`src/hw/scrb_pkg.sv`:
```
// Constants and carrier types for the switch configuration register bank
`default_nettype none
package scrb_pkg;

  // ------------------------------------------------------------------
  // Serial bus address
  // ------------------------------------------------------------------
  localparam logic [3:0] SCRB_DEV_ADDR_HI  = 4'h9;

  // ------------------------------------------------------------------
  // Register offsets
  // ------------------------------------------------------------------
  localparam logic [7:0] SCRB_OFS_FAST     = 8'h00;
  localparam logic [7:0] SCRB_OFS_SIDE     = 8'h01;
  localparam logic [7:0] SCRB_OFS_TERM_M   = 8'h10;
  localparam logic [7:0] SCRB_OFS_TERM_LO  = 8'h11;
  localparam logic [7:0] SCRB_OFS_TERM_HI  = 8'h12;
  localparam logic [7:0] SCRB_OFS_EQ_LO    = 8'h13;
  localparam logic [7:0] SCRB_OFS_EQ_HI    = 8'h14;
  localparam logic [7:0] SCRB_OFS_DRIVE    = 8'h20;

  // ------------------------------------------------------------------
  // Reset values
  // ------------------------------------------------------------------
  localparam logic [7:0] SCRB_RST_FAST     = 8'h40;
  localparam logic [7:0] SCRB_RST_SIDE     = 8'h40;
  localparam logic [7:0] SCRB_RST_TERM_M   = 8'h01;
  localparam logic [7:0] SCRB_RST_TERM_LO  = 8'h00;
  localparam logic [7:0] SCRB_RST_TERM_HI  = 8'h00;
  localparam logic [7:0] SCRB_RST_EQ_LO    = 8'h00;
  localparam logic [7:0] SCRB_RST_EQ_HI    = 8'h00;
  localparam logic [7:0] SCRB_RST_DRIVE    = 8'h03;

  // ------------------------------------------------------------------
  // Writable bit masks
  // ------------------------------------------------------------------
  localparam logic [7:0] SCRB_MSK_ROUTE    = 8'h43;
  localparam logic [7:0] SCRB_MSK_TERM_M   = 8'h01;
  localparam logic [7:0] SCRB_MSK_LANE     = 8'hFF;
  localparam logic [7:0] SCRB_MSK_DRIVE    = 8'h0F;

  // ------------------------------------------------------------------
  // Field positions
  // ------------------------------------------------------------------
  localparam int SCRB_POS_ROUTE_ON   = 6;
  localparam int SCRB_POS_PICK_LSB   = 0;
  localparam int SCRB_POS_TERM_M     = 0;
  localparam int SCRB_POS_BOOST_LSB  = 2;
  localparam int SCRB_POS_OTERM      = 1;
  localparam int SCRB_POS_DRIVE      = 0;

  // ------------------------------------------------------------------
  // Source codes
  // ------------------------------------------------------------------
  localparam logic [1:0] SCRB_SRC_A = 2'h0;
  localparam logic [1:0] SCRB_SRC_B = 2'h1;
  localparam logic [1:0] SCRB_SRC_C = 2'h2;
  localparam logic [1:0] SCRB_SRC_D = 2'h3;

  // ------------------------------------------------------------------
  // Serial protocol states
  // ------------------------------------------------------------------
  typedef enum logic [3:0] {
    SCRB_ST_IDLE,
    SCRB_ST_DEV_ADDR,
    SCRB_ST_DEV_ACK,
    SCRB_ST_REG_ADDR,
    SCRB_ST_REG_ACK,
    SCRB_ST_WR_DATA,
    SCRB_ST_WR_ACK,
    SCRB_ST_RD_DATA,
    SCRB_ST_RD_ACK
  } scrb_state_t;

  // ------------------------------------------------------------------
  // Effective configuration carried to the switch
  // ------------------------------------------------------------------
  typedef struct packed {
    logic        fast_path_on;
    logic        fast_standby;
    logic [1:0]  fast_source_pick;
    logic [3:0]  fast_source_sel;
    logic        side_path_on;
    logic [1:0]  side_source_pick;
    logic [3:0]  side_common_port;
    logic [15:0] input_term_per_lane;
    logic [15:0] input_eq_level;
    logic [1:0]  output_boost_level;
    logic        output_term_on;
    logic        output_drive_level;
  } scrb_cfg_t;

endpackage
`default_nettype wire

```
`src/hw/scrb_top.sv`:
```
// Serial-access configuration register bank of the four-to-one link switch
//
// Function
// - All registers read and written by the serial master over data and clock lines.
// - Address low bits come from three strap inputs; only that address answers.
// - Any serial access to this device address disables the parallel control path until reset.
// - Fast route register at 0x00 resets 0x40: enable bit 6, source bits 1:0.
// - Fast enable 0 turns channels off into standby; 1 lets them run.
// - Fast source code 00..11 routes source A..D lanes to output.
// - Side route register at 0x01 resets 0x40: enable bit 6, source bits 1:0.
// - Side enable 0 opens the auxiliary switch; 1 closes it.
// - Side source code 00..11 connects auxiliary lines of A..D to common port.
// - Receiver register at 0x10 resets 0x01; master bit 0 low opens all terminations.
// - Master bit high lets each lane follow its per-lane termination bit.
// - Register 0x11 resets zero, holds lane termination bits 7:0.
// - Register 0x12 resets zero, holds lane termination bits 15:8.
// - Lane termination bit 0 disconnects, 1 connects that lane.
// - Lane equalizer bit 0 selects low level, 1 high level.
// - Output boost code 00 none, 01 low, 10 medium, 11 high.
// - Drive bit selects lower or higher current; output term bit off or on.
`default_nettype none
module scrb_top
  import scrb_pkg::*;
(
  input  wire logic      ref_clk_i,
  input  wire logic      rst_n_i,
  input  wire logic      scl_i,
  input  wire logic      sda_i,
  output logic           sda_o,
  output logic           sda_oe_o,
  input  wire logic      addr_strap_2_i,
  input  wire logic      addr_strap_1_i,
  input  wire logic      addr_strap_0_i,
  output logic           parallel_lock_o,
  output scrb_cfg_t      cfg_o
);

  // ------------------------------------------------------------------
  // Declarations
  // ------------------------------------------------------------------
  scrb_state_t state_reg;
  logic [3:0]  cnt_reg;
  logic [7:0]  shift_reg;
  logic [7:0]  ptr_reg;
  logic        rw_reg;
  logic        nack_reg;
  logic        scl_prev_reg;
  logic        sda_prev_reg;
  logic        lock_reg;
  logic [7:0]  fast_route_reg;
  logic [7:0]  side_route_reg;
  logic [7:0]  term_master_reg;
  logic [7:0]  term_lo_reg;
  logic [7:0]  term_hi_reg;
  logic [7:0]  eq_lo_reg;
  logic [7:0]  eq_hi_reg;
  logic [7:0]  drive_reg;
  logic [7:0]  rd_data;
  logic [6:0]  own_addr;
  logic        scl_rise;
  logic        scl_fall;
  logic        bus_start;
  logic        bus_stop;
  logic        byte_end;
  logic        addr_match;
  logic        wr_stb;

  // ------------------------------------------------------------------
  // Helpers
  // ------------------------------------------------------------------
  function automatic logic [3:0] src_decode(input logic [1:0] code, input logic on);
    logic [3:0] sel;
    sel = 4'h0;
    case (code)
      SCRB_SRC_A: sel = 4'h1;
      SCRB_SRC_B: sel = 4'h2;
      SCRB_SRC_C: sel = 4'h4;
      SCRB_SRC_D: sel = 4'h8;
      default:    sel = 4'h0;
    endcase
    return on ? sel : 4'h0;
  endfunction

  // ------------------------------------------------------------------
  // Line sampling and bus conditions
  // ------------------------------------------------------------------
  always_ff @(posedge ref_clk_i)
  begin
    if (!rst_n_i)
    begin
      scl_prev_reg <= 1'b1;
      sda_prev_reg <= 1'b1;
    end
    else
    begin
      scl_prev_reg <= scl_i;
      sda_prev_reg <= sda_i;
    end
  end

  assign scl_rise   = scl_i & ~scl_prev_reg;
  assign scl_fall   = ~scl_i & scl_prev_reg;
  assign bus_start  = scl_i & scl_prev_reg & sda_prev_reg & ~sda_i;
  assign bus_stop   = scl_i & scl_prev_reg & ~sda_prev_reg & sda_i;
  assign byte_end   = scl_fall & (cnt_reg == 4'h8);
  assign own_addr   = {SCRB_DEV_ADDR_HI, addr_strap_2_i, addr_strap_1_i, addr_strap_0_i};
  assign addr_match = (shift_reg[7:1] == own_addr);
  assign wr_stb     = (state_reg == SCRB_ST_WR_DATA) & byte_end;

  // ------------------------------------------------------------------
  // Serial protocol engine
  // ------------------------------------------------------------------
  always_ff @(posedge ref_clk_i)
  begin
    if (!rst_n_i)
    begin
      state_reg <= SCRB_ST_IDLE;
      cnt_reg   <= 4'h0;
      shift_reg <= 8'h00;
      ptr_reg   <= 8'h00;
      rw_reg    <= 1'b0;
      nack_reg  <= 1'b0;
    end
    else if (bus_start)
    begin
      state_reg <= SCRB_ST_DEV_ADDR;
      cnt_reg   <= 4'h0;
    end
    else if (bus_stop)
    begin
      state_reg <= SCRB_ST_IDLE;
    end
    else
    begin
      case (state_reg)
        SCRB_ST_DEV_ADDR,
        SCRB_ST_REG_ADDR,
        SCRB_ST_WR_DATA:
        begin
          if (scl_rise)
          begin
            shift_reg <= {shift_reg[6:0], sda_i};
            cnt_reg   <= cnt_reg + 4'h1;
          end
          else if (byte_end)
          begin
            cnt_reg <= 4'h0;
            if (state_reg == SCRB_ST_DEV_ADDR)
            begin
              rw_reg    <= shift_reg[0];
              state_reg <= addr_match ? SCRB_ST_DEV_ACK : SCRB_ST_IDLE;
            end
            else if (state_reg == SCRB_ST_REG_ADDR)
            begin
              ptr_reg   <= shift_reg;
              state_reg <= SCRB_ST_REG_ACK;
            end
            else
            begin
              state_reg <= SCRB_ST_WR_ACK;
            end
          end
        end
        SCRB_ST_DEV_ACK:
        begin
          if (scl_fall)
          begin
            cnt_reg <= 4'h0;
            if (rw_reg)
            begin
              shift_reg <= rd_data;
              state_reg <= SCRB_ST_RD_DATA;
            end
            else
            begin
              state_reg <= SCRB_ST_REG_ADDR;
            end
          end
        end
        SCRB_ST_REG_ACK,
        SCRB_ST_WR_ACK:
        begin
          if (scl_fall)
          begin
            cnt_reg   <= 4'h0;
            state_reg <= SCRB_ST_WR_DATA;
          end
        end
        SCRB_ST_RD_DATA:
        begin
          if (scl_rise)
          begin
            cnt_reg <= cnt_reg + 4'h1;
          end
          else if (byte_end)
          begin
            cnt_reg   <= 4'h0;
            state_reg <= SCRB_ST_RD_ACK;
          end
          else if (scl_fall)
          begin
            shift_reg <= {shift_reg[6:0], 1'b0};
          end
        end
        SCRB_ST_RD_ACK:
        begin
          if (scl_rise)
          begin
            nack_reg <= sda_i;
          end
          else if (scl_fall)
          begin
            if (nack_reg)
            begin
              state_reg <= SCRB_ST_IDLE;
            end
            else
            begin
              shift_reg <= rd_data;
              state_reg <= SCRB_ST_RD_DATA;
            end
          end
        end
        default:
        begin
          state_reg <= SCRB_ST_IDLE;
        end
      endcase
    end
  end

  // ------------------------------------------------------------------
  // Open-drain data line
  // ------------------------------------------------------------------
  assign sda_o    = 1'b0;
  assign sda_oe_o = (state_reg == SCRB_ST_DEV_ACK) |
                    (state_reg == SCRB_ST_REG_ACK) |
                    (state_reg == SCRB_ST_WR_ACK)  |
                    ((state_reg == SCRB_ST_RD_DATA) & ~shift_reg[7]);

  // ------------------------------------------------------------------
  // Parallel path lockout
  // ------------------------------------------------------------------
  always_ff @(posedge ref_clk_i)
  begin
    if (!rst_n_i)
    begin
      lock_reg <= 1'b0;
    end
    else if ((state_reg == SCRB_ST_DEV_ADDR) & byte_end & addr_match)
    begin
      lock_reg <= 1'b1;
    end
  end

  assign parallel_lock_o = lock_reg;

  // ------------------------------------------------------------------
  // Register bank
  // ------------------------------------------------------------------
  always_ff @(posedge ref_clk_i)
  begin
    if (!rst_n_i)
    begin
      fast_route_reg  <= SCRB_RST_FAST;
      side_route_reg  <= SCRB_RST_SIDE;
      term_master_reg <= SCRB_RST_TERM_M;
      term_lo_reg     <= SCRB_RST_TERM_LO;
      term_hi_reg     <= SCRB_RST_TERM_HI;
      eq_lo_reg       <= SCRB_RST_EQ_LO;
      eq_hi_reg       <= SCRB_RST_EQ_HI;
      drive_reg       <= SCRB_RST_DRIVE;
    end
    else if (wr_stb)
    begin
      case (ptr_reg)
        SCRB_OFS_FAST:    fast_route_reg  <= shift_reg & SCRB_MSK_ROUTE;
        SCRB_OFS_SIDE:    side_route_reg  <= shift_reg & SCRB_MSK_ROUTE;
        SCRB_OFS_TERM_M:  term_master_reg <= shift_reg & SCRB_MSK_TERM_M;
        SCRB_OFS_TERM_LO: term_lo_reg     <= shift_reg & SCRB_MSK_LANE;
        SCRB_OFS_TERM_HI: term_hi_reg     <= shift_reg & SCRB_MSK_LANE;
        SCRB_OFS_EQ_LO:   eq_lo_reg       <= shift_reg & SCRB_MSK_LANE;
        SCRB_OFS_EQ_HI:   eq_hi_reg       <= shift_reg & SCRB_MSK_LANE;
        SCRB_OFS_DRIVE:   drive_reg       <= shift_reg & SCRB_MSK_DRIVE;
        default:          ;
      endcase
    end
  end

  always_comb
  begin
    case (ptr_reg)
      SCRB_OFS_FAST:    rd_data = fast_route_reg;
      SCRB_OFS_SIDE:    rd_data = side_route_reg;
      SCRB_OFS_TERM_M:  rd_data = term_master_reg;
      SCRB_OFS_TERM_LO: rd_data = term_lo_reg;
      SCRB_OFS_TERM_HI: rd_data = term_hi_reg;
      SCRB_OFS_EQ_LO:   rd_data = eq_lo_reg;
      SCRB_OFS_EQ_HI:   rd_data = eq_hi_reg;
      SCRB_OFS_DRIVE:   rd_data = drive_reg;
      default:          rd_data = 8'h00;
    endcase
  end

  // ------------------------------------------------------------------
  // Effective configuration
  // ------------------------------------------------------------------
  always_comb
  begin
    cfg_o.fast_path_on        = fast_route_reg[SCRB_POS_ROUTE_ON];
    cfg_o.fast_standby        = ~fast_route_reg[SCRB_POS_ROUTE_ON];
    cfg_o.fast_source_pick    = fast_route_reg[SCRB_POS_PICK_LSB +: 2];
    cfg_o.fast_source_sel     = src_decode(fast_route_reg[SCRB_POS_PICK_LSB +: 2],
                                           fast_route_reg[SCRB_POS_ROUTE_ON]);
    cfg_o.side_path_on        = side_route_reg[SCRB_POS_ROUTE_ON];
    cfg_o.side_source_pick    = side_route_reg[SCRB_POS_PICK_LSB +: 2];
    cfg_o.side_common_port    = src_decode(side_route_reg[SCRB_POS_PICK_LSB +: 2],
                                           side_route_reg[SCRB_POS_ROUTE_ON]);
    cfg_o.input_term_per_lane = term_master_reg[SCRB_POS_TERM_M] ?
                                {term_hi_reg, term_lo_reg} : 16'h0000;
    cfg_o.input_eq_level      = {eq_hi_reg, eq_lo_reg};
    cfg_o.output_boost_level  = drive_reg[SCRB_POS_BOOST_LSB +: 2];
    cfg_o.output_term_on      = drive_reg[SCRB_POS_OTERM];
    cfg_o.output_drive_level  = drive_reg[SCRB_POS_DRIVE];
  end
endmodule
`default_nettype wire

```
`config.mk`:
```
export PLATFORM = sky130hd
export DESIGN_NAME = scrb_top
export DESIGN_NICKNAME = d
export VERILOG_FILES = /design/src/hw/scrb_pkg.sv /design/src/hw/scrb_top.sv
export SDC_FILE = /design/constraint.sdc
export NUM_CORES = 1
export LEC_CHECK = 0
export BUFFER_PORTS_ARGS = -buffer_cell sky130_fd_sc_hd__buf_2
export CAP_MARGIN = 20
export CELL_PAD_IN_SITES_DETAIL_PLACEMENT = 0
export CELL_PAD_IN_SITES_GLOBAL_PLACEMENT = 1
export CORE_MARGIN = 2
export CORE_UTILIZATION = 27
export DETAILED_ROUTE_END_ITERATION = 16
export PLACE_DENSITY = 0.64
export SLEW_MARGIN = 20
export SYNTH_ARGS = -nofsm -noshare
export SYNTH_HDL_FRONTEND = slang
export SYNTH_SLANG_ARGS = --single-unit
```
`constraint.sdc`:
```
create_clock -name ref_clk_i -period 3.3 [get_ports ref_clk_i]
set_input_delay 0.825 -clock ref_clk_i [delete_from_list [all_inputs] [get_ports ref_clk_i]]
set_output_delay 0.825 -clock ref_clk_i [all_outputs]
set_load 0.01 [all_outputs]
```
After elaboration in Yosys (flattened, before gate mapping)
Cells that the tools add are included.
{"block": "totals", "ff_bits": 72, "output_inout_bits": 54, "word_cells": 153}
{"block": "classes", "n_addsub": 1, "n_eq_ne": 46, "n_mux": 36, "n_bitwise": 26, "n_reduce_logical": 26}
{"op": "8-bit two-way mux", "count": 9}
{"op": "8-bit one-hot mux with 8 select lines", "count": 1}
{"op": "4-bit two-way mux", "count": 13}
{"op": "8-bit by 5-bit equality test with 1-bit output, second input constant", "count": 5}
{"op": "4-bit inequality test, second input constant", "count": 8}
{"op": "4-bit one-hot mux with 4 select lines", "count": 2}
{"op": "8-bit one-hot mux with 4 select lines", "count": 1}
{"op": "2-bit inequality test, second input constant", "count": 13}
{"op": "4-bit one-hot mux with 5 select lines", "count": 1}
{"op": "4-bit by 3-bit equality test with 1-bit output, second input constant", "count": 4}
{"op": "16-bit two-way mux", "count": 1}
{"op": "2-bit AND reduction", "count": 8}
{"op": "8-bit AND reduction", "count": 2}
{"op": "1-bit bitwise AND", "count": 12}
{"op": "12-bit AND reduction", "count": 1}
{"op": "1-bit NOT", "count": 11}
{"op": "3-bit two-way mux", "count": 3}
{"op": "3-bit OR reduction", "count": 3}
{"op": "2-bit equality test, second input constant", "count": 4}
{"op": "4-bit by 2-bit equality test with 1-bit output, second input constant", "count": 2}
{"op": "4-bit equality test, second input constant", "count": 2}
{"op": "8-bit by 1-bit equality test with 1-bit output, second input constant", "count": 1}
{"op": "8-bit by 6-bit equality test with 1-bit output, second input constant", "count": 1}
{"op": "8-bit logical NOT", "count": 1}
{"op": "other kinds (18)", "count": 26}

Logic depth before layout (Yosys ltp)
Gate-level depths: netlist of run 1.
{"block": "logic_depth", "depth_word": 8, "ltp_mapped": 8, "ltp_nobuf": 8}

Least setup slack after synthesis of run 1
No wires, ideal clock.
{"block": "synth_path", "kind": "input to register", "from": "in scl_i", "to": "reg term_hi_reg[0]", "setup_ns": 0.116, "t_arrival_ns": 1.992, "path_slack_ns": 1.192, "cell_stages": 5, "path_cell_list": "and2b_1 -> nand4_4 -> nor3_4 -> mux2i_1 -> nor2b_1"}
{"block": "synth_between", "elab_chain_cells": 5}
{"element": "start: declaration", "line": "scrb_top.sv:27", "source": "input wire logic scl_i,"}
{"element": "1-bit NOT", "line": "scrb_top.sv:102", "source": "assign scl_fall = ~scl_i & scl_prev_reg;"}
{"element": "1-bit bitwise AND", "line": "scrb_top.sv:102"}
{"element": "1-bit bitwise AND", "line": "scrb_top.sv:105", "source": "assign byte_end = scl_fall & (cnt_reg == 4'h8);"}
{"element": "1-bit bitwise AND", "line": "scrb_top.sv:108", "source": "assign wr_stb = (state_reg == SCRB_ST_WR_DATA) & byte_end;"}
{"element": "2-bit AND reduction (no source line)"}
{"element": "end signal: assignment", "line": "scrb_top.sv:281", "source": "SCRB_OFS_TERM_HI: term_hi_reg <= shift_reg & SCRB_MSK_LANE;"}
{"element": "end: declaration", "line": "scrb_top.sv:54", "source": "logic [7:0] term_hi_reg;"}
No other way between the ends.
A chain may end at the register's enable or synchronous reset.

Worst setup path in the final report of run 1
{"block": "layout_path", "from": "reg state_reg[1]", "to": "out sda_oe_o"}
{"block": "layout_between", "elab_chain_cells": 4, "word_cells_on_any_way": 8, "cone_classes": "eq/ne: 4; bitwise: 4"}
{"element": "start: declaration", "line": "scrb_top.sv:41", "source": "scrb_state_t state_reg;"}
{"element": "start signal: assignment", "line": "scrb_top.sv:151", "source": "state_reg <= addr_match ? SCRB_ST_DEV_ACK : SCRB_ST_IDLE;"}
{"element": "4-bit by 2-bit equality test with 1-bit output / 4-bit by 3-bit equality test with 1-bit output (equally long branches)", "line": "scrb_top.sv:236, scrb_top.sv:237"}
{"element": "1-bit OR", "line": "scrb_top.sv:236", "source": "assign sda_oe_o = (state_reg == SCRB_ST_DEV_ACK) |"}
{"element": "1-bit OR", "line": "scrb_top.sv:237", "source": "(state_reg == SCRB_ST_REG_ACK) |"}
{"element": "1-bit OR *", "line": "scrb_top.sv:238", "source": "(state_reg == SCRB_ST_WR_ACK) |"}
{"element": "end: declaration", "line": "scrb_top.sv:30", "source": "output logic sda_oe_o,"}
Mark *: on every way between the ends. The rest lies on a longest branch, timed or not.

==> metrics.txt, run 1 <==
Arr. time, crit path 1.65 ns; Routed WL 11300 um; ys flop type dfxtp_1; Netlist Area Pre-Place 4010 um^2; area share of the largest cell type after synthesis 0.360; TritonCTS Buffers 9; FMAX 405 MHz; status completed; final setup fails 0; Post-DP Area 4410 um^2; Std-Cell Rows 44; Worst slew margin 0.376; Slew @ Worst Pin 0.934 ns; Die Span Y 126 um; reg-to-reg slack, setup 0.96 ns; buffers added on ports 59; Die X 126 um; top-count cell post-synth dfxtp_1; Resized cells post-CTS 0; Hold Path Class flop to flop; routability congestion estimate 0.812; Worst setup SP type flop; Post-Syn Nets 458; Mean Syn Cell Area 8.93 um^2; YS warnings 0; Total Routing Usage GR 0.144; CP required 2.47 ns; Max Fanout on Critical Path 15; first-pass GRT wire length 18100 um; Via Count 3336; family with the most delay on the worst path flip-flops; Post-synth EDFFs 0; final hold violation count 0; CTS H-tree lvls 3; hold_sp parallel_lock_o; Pre-antenna DRT Iters 4; setup bufs post-CTS 0; Worst Hold End parallel_lock_o; Final ANT Viol Nets 0; async set-reset flop share out of synthesis 0; Finished Core Util 0.326; Ports 61; post-detailed-placement half-perimeter wirelength 8000 um; share of layout cells above drive strength 1 0.196; largest net degree at the start of global routing 38; CTS sink cnt 72; vias in the first global route 3278; nets 499; top post-synthesis cells by area dfxtp_1 (36%), mux2i_1 (14%), nor2b_1 (8.7%); leading area contributor after synthesis dfxtp_1; Hold Crit Depth 1; worst r2r dst shift_reg[1]; clock tree root driver cell clkbuf_16; Avg WL per Cell 16.6 um; core area 14500 um^2; register bit total from synthesis 72; Antenna diodes 0; power per cell area 511 nW/um^2; Max stage delay on crit path 0.63 ns; Critical R2R Launch ptr_reg[0]; GR Overflow Total 0; max_cap viols 0; # hold bufs at CTS 0; initial antenna violation count 0; clk_lat worst skew 0.34 ns; Worst-path clk slew 0.06 ns; reg2reg path depth 6; clock skew 0.00954 ns; DR vias/cell 4.91; Tcrit/Tclk final 0.749; CP Capture Type primary output; Max VDD drop 260 uV; static leakage 0.00184 uW; initial drt markers 217; Worst path most repeated cell nor2_1; post-route cell area 4740 um^2; dpl ws 0.779 ns; RSZ-0062 raised after global routing no; Synth cell types 57; Post-synth top cells dfxtp_1 (72), mux2i_1 (56), nor2b_1 (56); Final TNS setup 0 ns; DIE AREA 15800 um^2; starting utilization of the core area 0.276; crit path setup slack, layout 0.830 ns; Slew Limit Fails 0; Buf+Inv Stages, Crit Path 1; Syn Inst Count 449; clock buffer depth 2; CP max stage cell dfxtp_1; CTS tree yes; crit-path cells nor2_1 -> o22a_1 -> nor2_1 -> buf_2; CP Class flop to primary output; fin crit period 2.47 ns; register area share after synthesis 0.360; number of remaining DRC errors 0; layout overhead on the synthesized area 18.2%
## report_power, final
group,internal (uW),switching [uW]
logic,135,174
clock network,686,399
registers,906,120
## layout make-up
cell class,count,area [um^2]
Clock inverter,6,91.3
Sequential cell,72,1440
Multi-Input combinational cell,339,2390
Fill cell,1539,9800
Inverter,5,18.8
Clock buffer,10,239
Tap cell,184,230
Timing Repair Buffer,63,325
## layout by cell type (no fill, tap or decap), types with 3 or more instances in the layout
master | synthesis | layout
a211oi_1 | 4 | 4
a21oi_1 | 10 | 10
a22oi_1 | 5 | 5
a31oi_1 | 9 | 9
and2_1 | 21 | 21
and3_1 | 3 | 3
and3b_1 | 3 | 3
buf_2 | 10 | 59
buf_4 | 5 | 4
clkbuf_16 | 0 | 9
dfxtp_1 | 72 | 72
inv_1 | 5 | 5
mux2_2 | 4 | 4
mux2i_1 | 56 | 56
nand2_1 | 34 | 34
nand2_2 | 3 | 3
nand2b_1 | 6 | 6
nand3_1 | 11 | 11
nand3b_1 | 4 | 4
nor2_1 | 17 | 17
nor2b_1 | 56 | 56
nor3_1 | 8 | 8
nor3b_1 | 4 | 4
o211ai_1 | 3 | 3
o21ai_0 | 23 | 23
o21ai_1 | 3 | 3
o22a_1 | 3 | 3
o31ai_1 | 3 | 3
xor2_1 | 7 | 7
## layer usage
layer / vias up / share of wire / GRT usage / wire [um]
met5: - / 0 / 0 / 0
met1: 1582 / 0.48 / 0.195 / 5440
met4: 0 / 0.011 / 0.0394 / 128
met2: 80 / 0.46 / 0.232 / 5160
met3: 6 / 0.047 / 0.0323 / 524
li1: 1668 / - / - / -
## logic make-up (layout without fill, tap and decap cells)
family | Yosys count | in the layout | synth area share
xor+xnor | 9 | 9 | 0.0197
simple gates | 190 | 190 | 0.294
mux | 60 | 60 | 0.151
compound gates | 77 | 77 | 0.125
other cells | 1 | 1 | 0.000935
fa+ha+maj | 2 | 2 | 0.00624
buf+inv | 38 | 84 | 0.0437
flops | 72 | 72 | 0.360
## per-stage QoR
step | total power (uW) | hold WS, ns | std cells
after floorplan | 1260 | 0.472 | 449
after global placement | 1350 | 0.490 | 663
after detailed placement | 1350 | 0.502 | 663
after CTS | 2450 | 0.516 | 679
after global routing | 2530 | 0.518 | 679
final | 2420 | 0.497 | 679
## worst max path at each step
stage,startpoint,endpoint,slack [ns],cells past startpoint
after floorplan,scl_i,term_hi_reg[0],1.19,5
after CTS,state_reg[1],sda_oe_o,0.82,4
after global placement,scl_i,term_hi_reg[5],0.83,6
after detailed placement,scl_i,term_hi_reg[2],0.78,6
after global routing,state_reg[1],sda_oe_o,0.73,4
final,state_reg[1],sda_oe_o,0.83,4
(Power assumes the default switching activity.)
==> inputs of run 2 (changes only) <==
--- a/config.mk
+++ b/config.mk
@@ -5,6 +5,7 @@
 export SDC_FILE = /design/constraint.sdc
 export NUM_CORES = 1
 export LEC_CHECK = 0
+export ABC_AREA = 1
 export BUFFER_PORTS_ARGS = -buffer_cell sky130_fd_sc_hd__buf_2
 export CAP_MARGIN = 20
 export CELL_PAD_IN_SITES_DETAIL_PLACEMENT = 0
@@ -12,7 +13,7 @@
 export CORE_MARGIN = 2
 export CORE_UTILIZATION = 27
 export DETAILED_ROUTE_END_ITERATION = 16
-export PLACE_DENSITY = 0.64
+export PLACE_DENSITY = 0.68
 export SLEW_MARGIN = 20
 export SYNTH_ARGS = -nofsm -noshare
 export SYNTH_HDL_FRONTEND = slang
==> constraint.sdc (replaced) <==
create_clock -name ref_clk_i -period 2.5 [get_ports ref_clk_i]
set_input_delay 0.625 -clock ref_clk_i [delete_from_list [all_inputs] [get_ports ref_clk_i]]
set_output_delay 0.625 -clock ref_clk_i [all_outputs]
set_load 0.01 [all_outputs]
==> run 2 against run 1 <==
Setup slack lost 0.59 ns. Critical path depth is 1 higher. Area after synthesis shrank 5.8%. Utilization about the same. Cell area down 5.1%. Wire length grew 0.45%. Die area fell by 5.7%. Sequential share of layout area increased by 1.7 points. Clock-buffer cell count decreased by 1. Synthesized cell count up 27%. Clock skew is 0.0011 ns lower. Largest cell class unchanged. Largest power group is now sequential cells. Highest routed layer unchanged.
==> metrics.txt, run 2 <==
status completed (unchanged); Final ANT Viol Nets 0 (unchanged); CTS H-tree lvls 3 (unchanged); clk_lat worst skew 0.35 ns (was 0.34 ns); Finished Core Util 0.326 (about the same); fillers 1555 (was 1539); Post-synth top cells nand2_1 (135), dfxtp_1 (72), nor2_1 (66) (was dfxtp_1 (72), mux2i_1 (56), nor2b_1 (56)); top-count cell post-synth nand2_1 (was dfxtp_1); Die X 122 um (was 126 um); worst r2r dst term_hi_reg[5] (was shift_reg[1]); dpl ws 0.340 ns (was 0.779 ns); register area share after synthesis 0.382 (was 0.360); Die Span Y 122 um (was 126 um); max_cap viols 0 (unchanged); Post-Syn Nets 577 (was 458); Std-Cell Rows 43 (was 44); Via Count 3785 (was 3336); Mean Syn Cell Area 6.65 um^2 (was 8.93 um^2); final hold violation count 0 (unchanged); Max stage delay on crit path 0.47 ns (was 0.63 ns); share of layout cells above drive strength 1 0.171 (was 0.196); CTS tree yes (unchanged); Pre-antenna DRT Iters 6 (was 4); static leakage 0.00219 uW (was 0.00184 uW); core area 13800 um^2 (was 14500 um^2); vias in the first global route 3558 (was 3278); Avg WL per Cell 14.0 um (was 16.6 um); ys flop type dfxtp_1 (unchanged); Final Instance Count excl. Fillers 810 (was 679); Hold Path Class flop to flop (unchanged); TritonCTS Buffers 9 (unchanged); Total Routing Usage GR 0.159 (was 0.144); layout overhead on the synthesized area 19.1% (was 18.2%); Worst-path clk slew 0.06 ns (about the same); Worst Hold End ptr_reg[7] (was parallel_lock_o); DR vias/cell 4.67 (was 4.91); CP Class flop to primary output (unchanged); post-detailed-placement half-perimeter wirelength 8550 um (was 8000 um); Syn Inst Count 568 (was 449); Max Fanout on Critical Path 7 (was 15); CP required 1.88 ns (was 2.47 ns); clock tree root driver cell clkbuf_16 (unchanged); final setup fails 0 (unchanged); reg-to-reg slack, setup 0.66 ns (was 0.96 ns); Max VDD drop 381 uV (was 260 uV); number of remaining DRC errors 0 (unchanged); reg2reg path depth 8 (was 6); buffers added on ports 59 (unchanged); clock skew 0.00839 ns (was 0.00954 ns); Pwr Total 3480 uW (was 2420 uW); Antenna diodes 0 (unchanged); RSZ-0062 raised after global routing no (unchanged); Critical R2R Launch cnt_reg[0] (was ptr_reg[0]); Netlist Area Pre-Place 3770 um^2 (was 4010 um^2); Slew @ Worst Pin 0.681 ns (was 0.934 ns); most frequent cells in the layout nand2_1 (135), dfxtp_1 (71), nor2_1 (66) (was dfxtp_1 (72), buf_2 (59), nor2b_1 (56), mux2i_1 (56), nand2_1 (34)); DIE AREA 14900 um^2 (was 15800 um^2); Placed Instances 794 (was 663); clock buffer depth 2 (unchanged); fin crit period 2.26 ns; crit-path cells nand2_1 -> nor2_1 -> inv_1 -> o21bai_1 -> buf_2 (was nor2_1 -> o22a_1 -> nor2_1 -> buf_2); YS warnings 0 (unchanged); top post-synthesis cells by area dfxtp_1 (38%), nand2_1 (13%), a21oi_1 (6.9%) (was dfxtp_1 (36%), mux2i_1 (14%), nor2b_1 (8.7%)); Buf+Inv Stages, Crit Path 2 (was 1); register bit total from synthesis 72 (unchanged); GR Overflow Total 0 (unchanged); Worst setup SP type flop (unchanged); FF/Latch Area 1440 um^2 (about the same); family with the most delay on the worst path flip-flops (unchanged); async set-reset flop share out of synthesis 0 (unchanged); CTS sink cnt 72 (unchanged); initial drt markers 242 (was 217); routability congestion estimate 0.906 (was 0.812); multi-input logic area 1940 um^2 (was 2390 um^2); crit path setup slack, layout 0.244 ns (was 0.830 ns); Post-synth EDFFs 0 (unchanged); hold_sp ptr_reg[7] (was parallel_lock_o); commonest non-fill, non-tap cell in the layout nand2_1 (was dfxtp_1); starting utilization of the core area 0.274 (was 0.276); Routed WL 11300 um (about the same); first-pass GRT wire length 18400 um (was 18100 um); Arr. time, crit path 1.63 ns (was 1.65 ns); Slew Limit Fails 0 (unchanged); nets 634 (was 499); Synth cell types 32 (was 57); Final TNS setup 0 ns (unchanged); Worst slew margin 0.545 (was 0.376); CP Capture Type primary output (unchanged); power per cell area 773 nW/um^2 (was 511 nW/um^2); leading area contributor after synthesis dfxtp_1 (unchanged); FMAX 443 MHz; Ports 61 (unchanged); Hold Crit Depth 2 (was 1); CP max stage cell dfxtp_1 (unchanged); initial antenna violation count 0 (unchanged); largest net degree at the start of global routing 31 (was 38); area share of the largest cell type after synthesis 0.382 (was 0.360); Tcrit/Tclk final 0.902
==> run 2: cell types whose count changed after synthesis, moves of 8 or more <==
cell	before	now
o21ai_0	23	43
nand2_1	34	135
clkbuf_1	17	8
nor2b_1	56	0
and2_1	21	0
mux2i_1	56	0
nand4_1	2	10
a21oi_1	10	52
nand3_1	11	46
a31oi_1	9	0
inv_1	5	65
nor2_1	17	66
==> run 2: tightest hold or removal path: cells and delay by family, from the launching register on <==
family	cells	cell delay, ns
buffers and inverters	1	0.06
AO/OA/AOI/OAI	1	0.05
flip-flops	1	0.31
==> run 2: logic make-up (layout without fill, tap and decap cells) <==
family                   Yosys count  count (layout)  share of synthesized area
AO/OA/AOI/OAI                    113             113                      0.165
flip-flops                        72              72                      0.382
adder cells (fa/ha/maj)            2               2                    0.00663
buffers and inverters             91             153                      0.104
XOR/XNOR                           4               4                    0.00928
other                              1               1                   0.000993
AND/OR/NAND/NOR                  285             285                      0.333
==> run 2: how the worst max path moves through the flow <==
stage                       from           end  depth (start not counted)
finish              state_reg[0]      sda_oe_o                          5
global route        state_reg[0]      sda_oe_o                          5
CTS                 state_reg[1]      sda_oe_o                          5
detailed placement         scl_i  shift_reg[0]                         12
global placement           scl_i  shift_reg[0]                         12
floorplan                  scl_i    ptr_reg[5]                          7
==> run 2: cell type report <==
| cell class | instances | share of cell area |
|---|---|---|
| multi-input cells | 405 | 0.432 |
| flip-flops and latches | 72 | 0.321 |
| repair buffers | 66 | 0.0774 |
| inverters | 71 | 0.0593 |
| clock buffers | 9 | 0.0501 |
| well taps | 180 | 0.0501 |
| clock inverters | 7 | 0.0106 |
==> run 2: layer usage <==
layer  track usage  vias to the layer above  wire length [um]
met4        0.0481                        0               155
met5             0                        -                 0
met3        0.0344                        9               546
met1         0.221                     1736              5540
li1              -                     1959                 -
met2         0.247                       81              5060
==> run 2: repair_timing <==
item                                    4_1_cts  5_1_grt
endpoints found under the setup margin        0        1
setup buffers                                 0        0
gates resized for setup                       0        1
hold buffers                                  0        0
endpoints found under the hold margin         0        0
==> run 2: per-stage QoR <==
step                area (um^2)  hold WS (ns)
finish                     4500         0.466
detailed placement         4220         0.464
global route               4500         0.509
floorplan                  3770         0.441
CTS                        4500         0.473
global placement           4220         0.458
==> run 2: where the power goes <==
part | leakage [uW] | total (uW) | switching (uW) | internal, uW
Combinational | 0.00147 | 912 | 645 | 267
Clock | 0.000132 | 1190 | 521 | 670
Sequential | 0.000582 | 1370 | 137 | 1240
Total | 0.00219 | 3480 | 1300 | 2170
